--- src/tac_pkg.sv ---
package tac_pkg;

	// ==========================================================
	// widths and limits
	localparam int CNT_W = 8;
	localparam int ADDR_W = 8;
	localparam int NUM_CH = 2;
	localparam int PRESC_W = 6;
	localparam logic [7:0] BOTTOM_VAL = 8'h00;
	localparam logic [7:0] MAX_VAL = 8'hFF;

	// ==========================================================
	// register byte offsets
	localparam logic [7:0] OFS_COUNTER = 8'h00;
	localparam logic [7:0] OFS_CMP_A = 8'h04;
	localparam logic [7:0] OFS_CMP_B = 8'h08;
	localparam logic [7:0] OFS_CTRL_A = 8'h0C;
	localparam logic [7:0] OFS_CTRL_B = 8'h10;
	localparam logic [7:0] OFS_FLAG = 8'h14;
	localparam logic [7:0] OFS_MASK = 8'h18;
	localparam logic [7:0] OFS_ASYNC = 8'h1C;
	localparam logic [7:0] OFS_POWER = 8'h20;

	// ==========================================================
	// field positions
	localparam int POS_COM_A = 6;
	localparam int POS_COM_B = 4;
	localparam int POS_WGM_LO = 0;
	localparam int POS_FORCE_A = 7;
	localparam int POS_FORCE_B = 6;
	localparam int POS_WGM_HI = 3;
	localparam int POS_CS = 0;
	localparam int POS_FLAG_OVF = 0;
	localparam int POS_FLAG_CMP_A = 1;
	localparam int POS_FLAG_CMP_B = 2;
	localparam int POS_ASYNC_SEL = 0;
	localparam int POS_POWER = 0;

	// ==========================================================
	// reset values
	localparam logic [7:0] RST_COUNTER = 8'h00;
	localparam logic [7:0] RST_CMP = 8'h00;
	localparam logic [2:0] RST_FLAGS = 3'h0;
	localparam logic [2:0] RST_MASK = 3'h0;
	localparam logic [2:0] CS_STOP = 3'h0;

	// ==========================================================
	// waveform modes
	localparam logic [2:0] WGM_NORMAL = 3'h0;
	localparam logic [2:0] WGM_PHASE_MAX = 3'h1;
	localparam logic [2:0] WGM_CTC = 3'h2;
	localparam logic [2:0] WGM_FAST_MAX = 3'h3;
	localparam logic [2:0] WGM_PHASE_A = 3'h5;
	localparam logic [2:0] WGM_FAST_A = 3'h7;

	// compare output actions
	localparam logic [1:0] COM_OFF = 2'h0;
	localparam logic [1:0] COM_TOGGLE = 2'h1;
	localparam logic [1:0] COM_CLEAR = 2'h2;
	localparam logic [1:0] COM_SET = 2'h3;

	typedef enum logic [1:0] {
		TAC_DIR_UP = 2'b01,
		TAC_DIR_DOWN = 2'b10
	} tac_dir_t;

	typedef struct packed {
		logic [1:0] com_a;
		logic [1:0] com_b;
		logic [2:0] wgm;
		logic [2:0] cs;
	} tac_ctrl_t;

	typedef struct packed {
		logic cmp_b;
		logic cmp_a;
		logic ovf;
	} tac_flags_t;

endpackage : tac_pkg

--- src/tac_clock_select.sv ---
`timescale 1ns/1ns

module tac_clock_select (
	// clock and reset
	input wire logic clk_sys,
	input wire logic rst_n,
	// crystal pins
	input wire logic crystal_osc_in,
	output logic crystal_osc_out,
	// control
	input wire logic async_clock_select,
	input wire logic [2:0] clock_select_field,
	input wire logic enable,
	// timer clock enable
	output logic tick
);

	// ==========================================================
	// crystal synchroniser
	logic x_meta_q;
	logic x_sync_q;
	logic x_prev_q;
	logic x_rise;
	logic src_tick;
	logic [tac_pkg::PRESC_W-1:0] presc_q;

	// division by 2**(cs-1); stop code gives no tick at all
	function automatic logic [tac_pkg::PRESC_W-1:0] presc_mask(input logic [2:0] cs);
		logic [tac_pkg::PRESC_W:0] one_hot;
		one_hot = '0;
		if (cs != tac_pkg::CS_STOP) begin
			one_hot[cs - 3'h1] = 1'b1;
		end
		presc_mask = tac_pkg::PRESC_W'(one_hot - 1'b1);
	endfunction : presc_mask

	always_ff @(posedge clk_sys or negedge rst_n) begin
		if (!rst_n) begin
			x_meta_q <= 1'b0;
			x_sync_q <= 1'b0;
			x_prev_q <= 1'b0;
		end else begin
			x_meta_q <= crystal_osc_in;
			x_sync_q <= x_meta_q;
			x_prev_q <= x_sync_q;
		end
	end

	// oscillator feedback, kept registered so the pin never glitches
	always_ff @(posedge clk_sys or negedge rst_n) begin
		if (!rst_n) begin
			crystal_osc_out <= 1'b1;
		end else begin
			crystal_osc_out <= ~x_sync_q;
		end
	end

	assign x_rise = x_sync_q & ~x_prev_q;
	assign src_tick = async_clock_select ? x_rise : 1'b1;

	// ==========================================================
	// prescaler
	always_ff @(posedge clk_sys or negedge rst_n) begin
		if (!rst_n) begin
			presc_q <= '0;
		end else if (src_tick && enable) begin
			presc_q <= presc_q + 1'b1;
		end
	end

	assign tick = enable && src_tick && (clock_select_field != tac_pkg::CS_STOP)
		&& ((presc_q & presc_mask(clock_select_field)) == presc_mask(clock_select_field));

endmodule : tac_clock_select

--- src/tac_timer_core.sv ---
`timescale 1ns/1ns

module tac_timer_core (
	// clock and reset
	input wire logic clk_sys,
	input wire logic reset_n,
	// apb slave
	input wire logic psel,
	input wire logic penable,
	input wire logic pwrite,
	input wire logic [tac_pkg::ADDR_W-1:0] paddr,
	input wire logic [31:0] pwdata,
	output logic [31:0] prdata,
	output logic pready,
	output logic pslverr,
	// crystal pins
	input wire logic crystal_osc_in,
	output logic crystal_osc_out,
	// compare outputs
	output logic compare_out_a,
	output logic compare_out_b,
	// masked requests
	output tac_pkg::tac_flags_t irq_req
);

	// ==========================================================
	// reset release
	logic rst_meta_q;
	logic rst_n_q;

	always_ff @(posedge clk_sys or negedge reset_n) begin
		if (!reset_n) begin
			rst_meta_q <= 1'b0;
			rst_n_q <= 1'b0;
		end else begin
			rst_meta_q <= 1'b1;
			rst_n_q <= rst_meta_q;
		end
	end

	// ==========================================================
	// state
	localparam int NCH = tac_pkg::NUM_CH;
	logic [tac_pkg::CNT_W-1:0] counter_value_q;
	logic [tac_pkg::CNT_W-1:0] counter_value_d;
	logic [NCH-1:0][tac_pkg::CNT_W-1:0] cmp_buf_q;
	logic [NCH-1:0][tac_pkg::CNT_W-1:0] cmp_act_q;
	tac_pkg::tac_ctrl_t ctrl_q;
	tac_pkg::tac_flags_t flags_q;
	tac_pkg::tac_flags_t mask_q;
	tac_pkg::tac_dir_t dir_q;
	tac_pkg::tac_dir_t dir_d;
	logic async_clock_select_q;
	logic timer_power_reduce_bit_q;
	logic block_q;
	logic [NCH-1:0] oc_q;
	logic [31:0] prdata_q;
	logic err_q;

	// ==========================================================
	// mode decode
	function automatic logic mode_phase(input logic [2:0] wgm);
		mode_phase = (wgm == tac_pkg::WGM_PHASE_MAX) || (wgm == tac_pkg::WGM_PHASE_A);
	endfunction : mode_phase

	function automatic logic mode_fast(input logic [2:0] wgm);
		mode_fast = (wgm == tac_pkg::WGM_FAST_MAX) || (wgm == tac_pkg::WGM_FAST_A);
	endfunction : mode_fast

	function automatic logic mode_top_a(input logic [2:0] wgm);
		mode_top_a = (wgm == tac_pkg::WGM_CTC) || (wgm == tac_pkg::WGM_PHASE_A)
			|| (wgm == tac_pkg::WGM_FAST_A);
	endfunction : mode_top_a

	function automatic logic [1:0] com_of(input tac_pkg::tac_ctrl_t c, input int ch);
		com_of = (ch == 0) ? c.com_a : c.com_b;
	endfunction : com_of

	logic is_phase;
	logic is_fast;
	logic is_pwm;
	logic [tac_pkg::CNT_W-1:0] top_val;
	logic at_top;
	logic at_bottom;
	logic at_max;
	logic tick;

	assign is_phase = mode_phase(ctrl_q.wgm);
	assign is_fast = mode_fast(ctrl_q.wgm);
	assign is_pwm = is_phase | is_fast;
	assign top_val = mode_top_a(ctrl_q.wgm) ? cmp_act_q[0] : tac_pkg::MAX_VAL;
	assign at_top = (counter_value_q == top_val);
	assign at_bottom = (counter_value_q == tac_pkg::BOTTOM_VAL);
	assign at_max = (counter_value_q == tac_pkg::MAX_VAL);

	// ==========================================================
	// timer clock
	tac_clock_select u_clock_select (
		.clk_sys(clk_sys),
		.rst_n(rst_n_q),
		.crystal_osc_in(crystal_osc_in),
		.crystal_osc_out(crystal_osc_out),
		.async_clock_select(async_clock_select_q),
		.clock_select_field(ctrl_q.cs),
		.enable(~timer_power_reduce_bit_q),
		.tick(tick)
	);

	// ==========================================================
	// apb decode
	logic setup_ph;
	logic wr_acc;
	logic addr_ok;
	logic wr_cnt;

	function automatic logic addr_mapped(input logic [tac_pkg::ADDR_W-1:0] a);
		unique case (a)
			tac_pkg::OFS_COUNTER, tac_pkg::OFS_CMP_A, tac_pkg::OFS_CMP_B,
			tac_pkg::OFS_CTRL_A, tac_pkg::OFS_CTRL_B, tac_pkg::OFS_FLAG,
			tac_pkg::OFS_MASK, tac_pkg::OFS_ASYNC, tac_pkg::OFS_POWER: addr_mapped = 1'b1;
			default: addr_mapped = 1'b0;
		endcase
	endfunction : addr_mapped

	assign setup_ph = psel & ~penable;
	assign addr_ok = addr_mapped(paddr);
	assign wr_acc = psel & penable & pwrite & addr_ok;
	assign wr_cnt = wr_acc && (paddr == tac_pkg::OFS_COUNTER);

	logic [7:0] wbyte;
	assign wbyte = pwdata[7:0];

	// ==========================================================
	// counter
	always_comb begin
		counter_value_d = counter_value_q;
		dir_d = dir_q;
		if (tick) begin
			if (is_phase) begin
				unique case (dir_q)
					tac_pkg::TAC_DIR_UP: begin
						if (at_top) begin
							dir_d = tac_pkg::TAC_DIR_DOWN;
						end
					end
					tac_pkg::TAC_DIR_DOWN: begin
						if (at_bottom) begin
							dir_d = tac_pkg::TAC_DIR_UP;
						end
					end
				endcase
				if (dir_d == tac_pkg::TAC_DIR_UP) begin
					counter_value_d = counter_value_q + 8'h01;
				end else begin
					counter_value_d = counter_value_q - 8'h01;
				end
			end else if (mode_top_a(ctrl_q.wgm) || is_fast) begin
				// ctc and fast pwm: clear at top, otherwise count up
				dir_d = tac_pkg::TAC_DIR_UP;
				if (at_top) begin
					counter_value_d = '0;
				end else begin
					counter_value_d = counter_value_q + 8'h01;
				end
			end else begin
				dir_d = tac_pkg::TAC_DIR_UP;
				counter_value_d = counter_value_q + 8'h01;
			end
		end
		if (wr_cnt) begin
			counter_value_d = wbyte;
		end
	end

	always_ff @(posedge clk_sys or negedge rst_n_q) begin
		if (!rst_n_q) begin
			counter_value_q <= tac_pkg::RST_COUNTER;
			dir_q <= tac_pkg::TAC_DIR_UP;
		end else begin
			counter_value_q <= counter_value_d;
			dir_q <= dir_d;
		end
	end

	// a counter write masks the match of the next timer tick, even when stopped
	always_ff @(posedge clk_sys or negedge rst_n_q) begin
		if (!rst_n_q) begin
			block_q <= 1'b0;
		end else if (wr_cnt) begin
			block_q <= 1'b1;
		end else if (tick) begin
			block_q <= 1'b0;
		end
	end

	// ==========================================================
	// compare channels
	logic [NCH-1:0] match;
	logic [NCH-1:0] cmp_evt;
	logic [NCH-1:0] force_strobe;
	logic [NCH-1:0] wr_cmp;
	logic reload;

	assign force_strobe[0] = wr_acc && (paddr == tac_pkg::OFS_CTRL_B)
		&& pwdata[tac_pkg::POS_FORCE_A];
	assign force_strobe[1] = wr_acc && (paddr == tac_pkg::OFS_CTRL_B)
		&& pwdata[tac_pkg::POS_FORCE_B];
	assign wr_cmp[0] = wr_acc && (paddr == tac_pkg::OFS_CMP_A);
	assign wr_cmp[1] = wr_acc && (paddr == tac_pkg::OFS_CMP_B);
	// pwm reloads at top so a pulse is never cut short
	assign reload = tick && at_top;

	genvar ch;
	generate
		for (ch = 0; ch < NCH; ch++) begin : g_ch
			logic [1:0] com_sel;
			assign com_sel = com_of(ctrl_q, ch);
			assign match[ch] = (counter_value_q == cmp_act_q[ch]);
			assign cmp_evt[ch] = tick && match[ch] && !block_q;

			always_ff @(posedge clk_sys or negedge rst_n_q) begin
				if (!rst_n_q) begin
					cmp_buf_q[ch] <= tac_pkg::RST_CMP;
				end else if (wr_cmp[ch]) begin
					cmp_buf_q[ch] <= wbyte;
				end
			end

			always_ff @(posedge clk_sys or negedge rst_n_q) begin
				if (!rst_n_q) begin
					cmp_act_q[ch] <= tac_pkg::RST_CMP;
				end else if (!is_pwm) begin
					cmp_act_q[ch] <= wr_cmp[ch] ? wbyte : cmp_buf_q[ch];
				end else if (reload) begin
					cmp_act_q[ch] <= cmp_buf_q[ch];
				end
			end

			// waveform state per channel
			always_ff @(posedge clk_sys or negedge rst_n_q) begin
				if (!rst_n_q) begin
					oc_q[ch] <= 1'b0;
				end else if (!is_pwm) begin
					if (cmp_evt[ch] || force_strobe[ch]) begin
						unique case (com_sel)
							tac_pkg::COM_OFF: oc_q[ch] <= oc_q[ch];
							tac_pkg::COM_TOGGLE: oc_q[ch] <= ~oc_q[ch];
							tac_pkg::COM_CLEAR: oc_q[ch] <= 1'b0;
							tac_pkg::COM_SET: oc_q[ch] <= 1'b1;
						endcase
					end
				end else if (com_sel[1]) begin
					if (is_fast && reload) begin
						oc_q[ch] <= ~com_sel[0];
					end else if (cmp_evt[ch]) begin
						if (is_fast || dir_q == tac_pkg::TAC_DIR_UP) begin
							oc_q[ch] <= com_sel[0];
						end else begin
							oc_q[ch] <= ~com_sel[0];
						end
					end
				end
			end
		end
	endgenerate

	assign compare_out_a = oc_q[0];
	assign compare_out_b = oc_q[1];

	// ==========================================================
	// flags
	tac_pkg::tac_flags_t set_evt;
	tac_pkg::tac_flags_t clr_req;
	logic ovf_point;

	// overflow point: bottom turn-around in phase pwm, top in fast pwm, else max
	assign ovf_point = is_phase ? (dir_q == tac_pkg::TAC_DIR_DOWN && at_bottom)
		: (is_fast ? at_top : at_max);
	assign set_evt.ovf = tick && ovf_point && !wr_cnt;
	assign set_evt.cmp_a = cmp_evt[0];
	assign set_evt.cmp_b = cmp_evt[1];
	assign clr_req.ovf = wr_acc && (paddr == tac_pkg::OFS_FLAG) && pwdata[tac_pkg::POS_FLAG_OVF];
	assign clr_req.cmp_a = wr_acc && (paddr == tac_pkg::OFS_FLAG)
		&& pwdata[tac_pkg::POS_FLAG_CMP_A];
	assign clr_req.cmp_b = wr_acc && (paddr == tac_pkg::OFS_FLAG)
		&& pwdata[tac_pkg::POS_FLAG_CMP_B];

	// a set arriving with a clear wins, so no event is lost
	always_ff @(posedge clk_sys or negedge rst_n_q) begin
		if (!rst_n_q) begin
			flags_q <= tac_pkg::RST_FLAGS;
		end else begin
			flags_q <= (flags_q & ~clr_req) | set_evt;
		end
	end

	always_ff @(posedge clk_sys or negedge rst_n_q) begin
		if (!rst_n_q) begin
			mask_q <= tac_pkg::RST_MASK;
		end else if (wr_acc && paddr == tac_pkg::OFS_MASK) begin
			mask_q <= pwdata[2:0];
		end
	end

	assign irq_req = flags_q & mask_q;

	// ==========================================================
	// control registers
	always_ff @(posedge clk_sys or negedge rst_n_q) begin
		if (!rst_n_q) begin
			ctrl_q <= '0;
		end else if (wr_acc && paddr == tac_pkg::OFS_CTRL_A) begin
			ctrl_q.com_a <= pwdata[tac_pkg::POS_COM_A +: 2];
			ctrl_q.com_b <= pwdata[tac_pkg::POS_COM_B +: 2];
			ctrl_q.wgm[1:0] <= pwdata[tac_pkg::POS_WGM_LO +: 2];
		end else if (wr_acc && paddr == tac_pkg::OFS_CTRL_B) begin
			ctrl_q.wgm[2] <= pwdata[tac_pkg::POS_WGM_HI];
			ctrl_q.cs <= pwdata[tac_pkg::POS_CS +: 3];
		end
	end

	always_ff @(posedge clk_sys or negedge rst_n_q) begin
		if (!rst_n_q) begin
			async_clock_select_q <= 1'b0;
		end else if (wr_acc && paddr == tac_pkg::OFS_ASYNC) begin
			async_clock_select_q <= pwdata[tac_pkg::POS_ASYNC_SEL];
		end
	end

	always_ff @(posedge clk_sys or negedge rst_n_q) begin
		if (!rst_n_q) begin
			timer_power_reduce_bit_q <= 1'b0;
		end else if (wr_acc && paddr == tac_pkg::OFS_POWER) begin
			timer_power_reduce_bit_q <= pwdata[tac_pkg::POS_POWER];
		end
	end

	// ==========================================================
	// read path, sampled in the setup cycle so data stand from a flop
	logic [7:0] rd_byte;

	always_comb begin
		rd_byte = 8'h00;
		unique case (paddr)
			tac_pkg::OFS_COUNTER: rd_byte = counter_value_q;
			tac_pkg::OFS_CMP_A: rd_byte = cmp_buf_q[0];
			tac_pkg::OFS_CMP_B: rd_byte = cmp_buf_q[1];
			tac_pkg::OFS_CTRL_A: rd_byte = {ctrl_q.com_a, ctrl_q.com_b, 2'h0, ctrl_q.wgm[1:0]};
			tac_pkg::OFS_CTRL_B: rd_byte = {4'h0, ctrl_q.wgm[2], ctrl_q.cs};
			tac_pkg::OFS_FLAG: rd_byte = {5'h00, flags_q};
			tac_pkg::OFS_MASK: rd_byte = {5'h00, mask_q};
			tac_pkg::OFS_ASYNC: rd_byte = {7'h00, async_clock_select_q};
			tac_pkg::OFS_POWER: rd_byte = {7'h00, timer_power_reduce_bit_q};
			default: rd_byte = 8'h00;
		endcase
	end

	always_ff @(posedge clk_sys or negedge rst_n_q) begin
		if (!rst_n_q) begin
			prdata_q <= 32'h0000_0000;
			err_q <= 1'b0;
		end else if (setup_ph) begin
			prdata_q <= {24'h00_0000, rd_byte};
			err_q <= ~addr_ok;
		end
	end

	assign prdata = prdata_q;
	assign pready = 1'b1;
	assign pslverr = psel & penable & err_q;

endmodule : tac_timer_core

--- config.mk ---
export PLATFORM = sky130hd
export DESIGN_NAME = tac_timer_core
export DESIGN_NICKNAME = d
export VERILOG_FILES = /design/src/tac_pkg.sv /design/src/tac_clock_select.sv /design/src/tac_timer_core.sv
export SDC_FILE = /design/constraint.sdc
export NUM_CORES = 1
export LEC_CHECK = 0
export BUFFER_PORTS_ARGS = -buffer_cell sky130_fd_sc_hd__buf_2
export CORE_AREA = 2 2 110 112
export DETAILED_ROUTE_END_ITERATION = 8
export DIE_AREA = 0 0 112 114
export SLEW_MARGIN = 20
export SYNTH_ARGS = -nofsm -noshare
export SYNTH_HDL_FRONTEND = slang
export SYNTH_HIERARCHICAL = 1
export SYNTH_SLANG_ARGS = --single-unit
--- constraint.sdc ---
create_clock -name clk_sys -period 6.4 [get_ports clk_sys]
set_input_delay 0.64 -clock clk_sys [delete_from_list [all_inputs] [get_ports clk_sys]]
set_output_delay 0.64 -clock clk_sys [all_outputs]
set_load 0.01 [all_outputs]
Word-level counts from Yosys, hierarchy flattened
Index checks and enable logic that the tools add are counted.
{"block": "word_totals", "regBits": 84, "latch_bits": 0, "ramBits": 0, "rom_bits": 0, "inputBits": 46, "out_inout_bits": 40, "wordCells": 186, "mem_count": 0}
{"block": "op_classes", "add_sub_neg": 5, "n_mul": 0, "div_mod_pow": 0, "order_cmp": 2, "eq_ne": 34, "shift": 0, "muxes": 43, "bitwise_logic": 22, "n_reduce_logical": 49}
{"cell": "8-bit 2-to-1 mux", "count": 13}
{"cell": "8-bit case mux with 9 select lines", "count": 1}
{"cell": "8-bit by 5-bit == test with 1-bit output, second input constant", "count": 4}
{"cell": "1-bit logical AND", "count": 27}
{"cell": "8-bit == test", "count": 3}
{"cell": "1-bit 2-to-1 mux", "count": 19}
{"cell": "8-bit by 4-bit == test with 1-bit output, second input constant", "count": 2}
{"cell": "8-bit logical NOT", "count": 2}
{"cell": "2-bit == test, second input constant", "count": 5}
{"cell": "2-bit 2-to-1 mux", "count": 5}
{"cell": "1-bit inverter", "count": 10}
{"cell": "9-bit OR reduction", "count": 1}
{"cell": "8-bit by 1-bit adder with 8-bit output, second input constant", "count": 1}
{"cell": "2-bit by 1-bit == test with 1-bit output, second input constant", "count": 4}
{"cell": "8-bit by 3-bit == test with 1-bit output, second input constant", "count": 1}
{"cell": "8-bit by 6-bit == test with 1-bit output, second input constant", "count": 1}
{"cell": "8-bit == test, second input constant", "count": 1}
{"cell": "1-bit logical OR", "count": 8}
{"cell": "2-bit inequality test, second input constant", "count": 4}
{"cell": "4-bit AND reduction", "count": 2}
{"cell": "8-bit by 1-bit subtractor with 8-bit output, second input constant", "count": 1}
{"cell": "6-bit by 1-bit adder with 6-bit output, second input constant", "count": 1}
{"cell": "1-bit bitwise AND", "count": 6}
{"cell": "3-bit bitwise AND", "count": 2}
{"cell": "other kinds (23)", "count": 31}

Longest topological paths before layout
{"block": "logic_depth", "word_depth": 16, "ltp_mapped": 16, "ltp_nobuf": 15}

Modules after synthesis
The synthesis kept the hierarchy.
{"mod": "tac_timer_core", "n_inst": 1, "cells_each": 485, "area_each_um2": 4501.8, "seq_area_each_um2": 1853.0}
{"mod": "tac_clock_select", "n_inst": 1, "cells_each": 55, "area_each_um2": 569.3, "seq_area_each_um2": 251.5}

Least setup slack after synthesis
No wires, ideal clock.
{"block": "synth_path", "path_type": "register to register", "startpoint": "register ctrl_q[0] (netlist name)", "endpoint": "register cmp_act_q[6] (netlist name)", "setup_time_ps": 124, "arrival_time_ps": 3205, "t_required_ps": 6276, "path_slack_ps": 3071, "path_stages_with_launch": 16, "n_path_buf": 2, "cell_sequence": "dfrtp_1 -> inv_1 -> ha_1 -> nor3_1 -> or2_4 -> nand3_1 -> ha_1 -> o211ai_1 -> nor3_1 -> o221a_1 -> inv_1 -> or4_1 -> clkbuf_1 -> buf_4 -> and3_1 -> a211o_1"}
{"block": "synth_between", "elab_chain_len": 12}
{"element": "start, declared", "line_no": "tac_timer_core.sv:48", "rtl": "tac_pkg::tac_ctrl_t ctrl_q;"}
{"element": "3-bit by 1-bit subtractor with 3-bit output", "line_no": "tac_clock_select.sv:32", "rtl": "one_hot[cs - 3'h1] = 1'b1;"}
{"element": "3-bit by 4-bit less-than comparator with 1-bit output (not written as such) or 3-bit by 1-bit >= comparator with 1-bit output (tied branches)", "line_no": "tac_clock_select.sv:32"}
{"element": "1-bit logical AND (not written as such)", "line_no": "tac_clock_select.sv:32"}
{"element": "1-bit 2-to-1 mux (not written as such)", "line_no": "tac_clock_select.sv:32"}
{"element": "1-bit demux with 3-bit select"}
{"element": "6-bit 2-to-1 mux", "line_no": "tac_clock_select.sv:31", "rtl": "if (cs != tac_pkg::CS_STOP) begin"}
{"element": "6-bit by 1-bit subtractor with 6-bit output", "line_no": "tac_clock_select.sv:34", "rtl": "presc_mask = tac_pkg::PRESC_W'(one_hot - 1'b1);"}
{"element": "6-bit bitwise AND", "line_no": "tac_clock_select.sv:72", "rtl": "&& ((presc_q & presc_mask(clock_select_field)) == presc_mask(clock_select_field));"}
{"element": "6-bit == test", "line_no": "tac_clock_select.sv:72"}
{"element": "1-bit logical AND *", "line_no": "tac_clock_select.sv:72"}
{"element": "net tick", "line_no": "tac_timer_core.sv:86", "rtl": "logic tick;"}
{"element": "1-bit logical AND *", "line_no": "tac_timer_core.sv:211", "rtl": "assign reload = tick && at_top;"}
{"element": "2-bit by 1-bit inequality test with 1-bit output (no source line) *"}
{"element": "end signal, assigned by index", "line_no": "tac_timer_core.sv:231", "rtl": "cmp_act_q[ch] <= tac_pkg::RST_CMP;"}
{"element": "end signal, assigned by index", "line_no": "tac_timer_core.sv:233", "rtl": "cmp_act_q[ch] <= wr_cmp[ch] ? wbyte : cmp_buf_q[ch];"}
{"element": "end signal, assigned by index", "line_no": "tac_timer_core.sv:235", "rtl": "cmp_act_q[ch] <= cmp_buf_q[ch];"}
{"element": "end, declared", "line_no": "tac_timer_core.sv:47", "rtl": "logic [NCH-1:0][tac_pkg::CNT_W-1:0] cmp_act_q;"}
Mark *: on every way through the listed nets, which the timed path passes. The rest lies on a longest branch.
A chain may end at the register's enable or synchronous reset.

Worst setup path in the final report
{"block": "layout_path", "startpoint": "register ctrl_q[0] (netlist name)", "endpoint": "register oc_q[0], in the netlist compare_out_a"}
{"block": "layout_between", "elab_chain_len": 15}
{"element": "3-bit by 1-bit subtractor with 3-bit output", "line_no": "tac_clock_select.sv:32"}
{"element": "3-bit by 4-bit less-than comparator with 1-bit output (not written as such) or 3-bit by 1-bit >= comparator with 1-bit output (tied branches)", "line_no": "tac_clock_select.sv:32"}
{"element": "1-bit logical AND (not written as such)", "line_no": "tac_clock_select.sv:32"}
{"element": "1-bit 2-to-1 mux (not written as such)", "line_no": "tac_clock_select.sv:32"}
{"element": "1-bit demux with 3-bit select"}
{"element": "6-bit 2-to-1 mux", "line_no": "tac_clock_select.sv:31"}
{"element": "6-bit by 1-bit subtractor with 6-bit output", "line_no": "tac_clock_select.sv:34"}
{"element": "6-bit bitwise AND", "line_no": "tac_clock_select.sv:72"}
{"element": "6-bit == test", "line_no": "tac_clock_select.sv:72"}
{"element": "1-bit logical AND *", "line_no": "tac_clock_select.sv:72"}
{"element": "net tick", "line_no": "tac_timer_core.sv:86"}
{"element": "1-bit logical AND (on tied branches)", "line_no": "tac_timer_core.sv:211, tac_timer_core.sv:219"}
{"element": "1-bit logical AND (on tied branches)", "line_no": "tac_timer_core.sv:253, tac_timer_core.sv:219"}
{"element": "1-bit 2-to-1 mux or 1-bit logical OR (tied branches)", "line_no": "tac_timer_core.sv:253, tac_timer_core.sv:244"}
{"element": "1-bit 2-to-1 mux or 2-bit nonzero test (tied branches)"}
{"element": "1-bit 2-to-1 mux or 4-bit AND reduction (tied branches)"}
{"element": "end signal, assigned by index", "line_no": "tac_timer_core.sv:246", "rtl": "tac_pkg::COM_OFF: oc_q[ch] <= oc_q[ch];"}
{"element": "end signal, assigned by index", "line_no": "tac_timer_core.sv:247", "rtl": "tac_pkg::COM_TOGGLE: oc_q[ch] <= ~oc_q[ch];"}
{"element": "end signal, assigned by index", "line_no": "tac_timer_core.sv:254", "rtl": "oc_q[ch] <= ~com_sel[0];"}
{"element": "end, declared", "line_no": "tac_timer_core.sv:56", "rtl": "logic [NCH-1:0] oc_q;"}
Mark *: on every way through the listed nets, which the timed path passes. The rest lies on a longest branch. The select of a mux whose other input is x is not followed.

==> impl_metrics.py <==
metrics = {
    "status": {
        "outcome": "completed",
    },
    "placed_design": {
        "gp_congestion": 0.906,
        "io_buffers": 36,
        "dp_hpwl_mm": 9.44,
        "place_area_um2": 5250,
        "preCtsSetupSlack_ps": 2080,
    },
    "setup_path": {
        "cp_cell_sequence": "inv_1 > ha_1 > nor3_1 > or2_4 > nand3_1 > ha_1 > o211ai_1 > nor3_1 > o221a_1 > inv_1 > or4_1 > o21a_1 > o311ai_0 > o2bb2ai_1",
        "crit_slowest_cell": "or4_1",
        "crit_fanout": 15,
        "max_stage_delay_ps": 770,
        "critical_path_class": "flip-flop to flip-flop",
        "start_kind": "flip-flop",
        "cp.arrival_ps": 4650,
        "required_ps": 6660,
        "critPathTopFamily": "compound AO/OA/AOI/OAI gates",
        "critPathBufInv": 2,
        "end_kind": "flip-flop",
    },
    "run": {
        "drv_cap": 0,
    },
    "sta": {
        "rsz0062_at_grt": "no",
        "slew_violations": 0,
        "hold_viol": 0,
        "max_freq_mhz": 228,
        "setup_viol": 0,
        "finalCriticalPeriod_ps": 4390,
        "max_slew_margin_pct": 38.4,
        "worstMarginPinSlew_ps": 912,
        "clock_skew_ps": 5.77,
        "fin_tns_setup_ps": 0,
        "finalWorstSetupSlack_ps": 2010,
        "finalCritPeriodShare_pct": 68.6,
    },
    "global_route": {
        "grt_pass1_wl_mm": 21.8,
        "track_usage_pct": 21.5,
        "grt_pass1_vias": 4079,
        "grt_use_met1_pct": 30.3,
        "grtUsageMet3_pct": 3.19,
        "grt_remaining_overflow": 0,
        "grt_max_degree": 83,
        "grt_busiest_layer": "met2",
        "use_met2_pct": 34.2,
        "antenna_found_initial": 0,
    },
    "drt": {
        "viasPerCell": 5.98,
        "drtIter0Drc": 323,
        "finalWirelength_mm": 13.3,
        "firstDrtPassIters": 5,
        "vias": 4266,
        "drc": 0,
        "ant_nets": 0,
        "wl_per_cell_um": 18.6,
    },
    "synth": {
        "synthCells": 540,
        "synth.distinct_cells": 66,
        "syn-cell-area_um2": 5070,
        "synthFlopType": "dfrtp_1",
        "avgSynthCellArea_um2": 9.39,
        "yosysWarnings": 6,
        "ys_seq_area_share_pct": 41.5,
        "synth_edf_count": 0,
        "ys_ff_latch": 84,
        "async_flop_share_pct": 100,
    },
    "floorplanning": {
        "dieArea_um2": 12800,
        "die_w_um": 112,
        "rows": 40,
        "placeableCoreArea_um2": 11700,
        "io_pins": 86,
        "die_h_um": 114,
        "initial_core_util_pct": 43.3,
    },
    "clock_tree": {
        "clk_root_buffer_cell": "clkbuf_16",
        "clock_sinks": 84,
        "numCtsBuffers": 9,
        "clk_pin_slew_ps": 60,
        "cts.repair.resized": 0,
        "holdBufCountCts": 0,
        "post-cts-setup-buffers": 0,
        "htree_num_levels": 3,
        "insertion_delay_ps": 340,
        "cts_tree": "done",
        "cts_buffer_depth": 2,
    },
    "finish": {
        "layout_common_cells": "81 x dfrtp_1, 37 x nor2_1, 36 x buf_2",
        "final.fill_count": 1118,
        "antennaDiodeCount": 0,
        "nets": 614,
        "final_common_cell": "dfrtp_1",
        "area.sequential_um2": 2110,
        "multi_input_comb_area_um2": 2650,
        "finish.utilization_pct": 47.6,
        "layout-area-overhead-vs-synth_pct": 9.89,
        "design_area_um2": 5570,
        "drive_gt1_share_pct": 17.0,
    },
    "power": {
        "p_total_mw": 1.22,
        "leakage_nw": 2.68,
        "power_density_nw_per_um2": 218,
        "ir_worst_vdd_uv": 112,
    },
    "hold_path": {
        "hold_class": "primary input to async pin",
    },
}
[layer usage]
layer / routed length (um) / vias up / share of wire, %
li1: - / 1989 / -
met1: 6040 / 2083 / 46
met2: 6150 / 171 / 46
met3: 812 / 23 / 6.1
met4: 264 / 0 / 2.0
met5: 0 / - / 0
[final timing paths]
kind / startpoint / end / slack, ps / cells after the start
setup reg to reg: ctrl_q[0]$_DFFE_PN0P_ / compare_out_a$_DFFE_PN0P_ / 2010 / 14
hold reg to reg: rst_n_q$_DFF_PN0_ / prdata[5]$_DFFE_PN0P_ / 250 / 0
max in group asynchronous: rst_n_q$_DFF_PN0_ / u_clock_select/crystal_osc_out$_DFF_PN1_ / 5490 / 1
min in group clk_sys: rst_meta_q$_DFF_PN0_ / rst_n_q$_DFF_PN0_ / 350 / 0
hold / removal: reset_n / rst_n_q$_DFF_PN0_ / 70 / 1
setup / recovery: ctrl_q[0]$_DFFE_PN0P_ / compare_out_a$_DFFE_PN0P_ / 2010 / 14
[power by group]
group | internal (mW) | switching [mW] | leakage, nW
clock network | 0.306 | 0.222 | 0.140
logic | 0.0451 | 0.0560 | 1.47
registers | 0.558 | 0.0292 | 1.08
total | 0.909 | 0.307 | 2.68
[Yosys cell counts (all sizes together), types with 3 or more instances]
cell / number / share of area (%)
dfrtp: 82 / 40
nor2: 37 / 2.7
nand2: 35 / 2.6
buf: 34 / 4.8
a21oi: 30 / 3.0
mux2: 27 / 6.0
inv: 24 / 1.8
clkbuf: 22 / 1.6
o21ai: 18 / 1.8
nand3: 17 / 1.7
mux2i: 15 / 3.0
nand4: 14 / 1.7
nor3: 14 / 1.4
and3: 13 / 1.6
and2: 10 / 1.2
nand2b: 10 / 1.2
xnor2: 10 / 1.7
a21o: 9 / 1.3
a222oi: 9 / 1.8
nor4: 9 / 1.1
ha: 7 / 1.7
xor2: 7 / 1.2
or4: 6 / 0.89
a211o: 5 / 0.86
a22oi: 5 / 0.74
a22o: 4 / 0.69
and4: 4 / 0.69
nor2b: 4 / 0.49
o211ai: 4 / 0.59
a21boi: 3 / 0.52
a31oi: 3 / 0.37
o2111ai: 3 / 0.52
o22ai: 3 / 0.37
o31ai: 3 / 0.44
or2: 3 / 0.42
[stage by stage]
step                hold WS (ps)  instances
detailed placement           340        696
finish                      69.6        713
CTS                         56.7        712
global route                63.5        713
global placement             332        696
floorplan                    331        564
[area by class of cell]
class                           instances  share of cell area, %
Inverter                               24                   1.62
Timing Repair Buffer                   42                   4.40
Clock inverter                          6                   1.28
Clock buffer                           10                   4.11
Multi-Input combinational cell        400                   47.5
Tap cell                              147                   3.30
Sequential cell                        84                   37.8
[flip-flops by register name (all words and copies together) (netlist names), 2 cells and up]
register	flops
flags_q	3
prdata	8
mask_q	3
u_clock_select/presc_q	6
ctrl_q	6
dir_q	2
cmp_act_q	16
g_ch.com_sel	4
counter_value_q	8
cmp_buf_q	16
[kinds of logic after synthesis]
family | Yosys count | share of synthesized area (%)
other | 2 | 0.148
xor gates and xnor gates | 17 | 2.94
buffers and inverters | 80 | 8.22
and+or+nand+nor | 183 | 18.9
adders and majority gates | 7 | 1.73
muxes | 42 | 8.96
DFF | 84 | 41.5
AOI/OAI and AO/OA | 125 | 17.6
(Power assumes the default switching activity.)
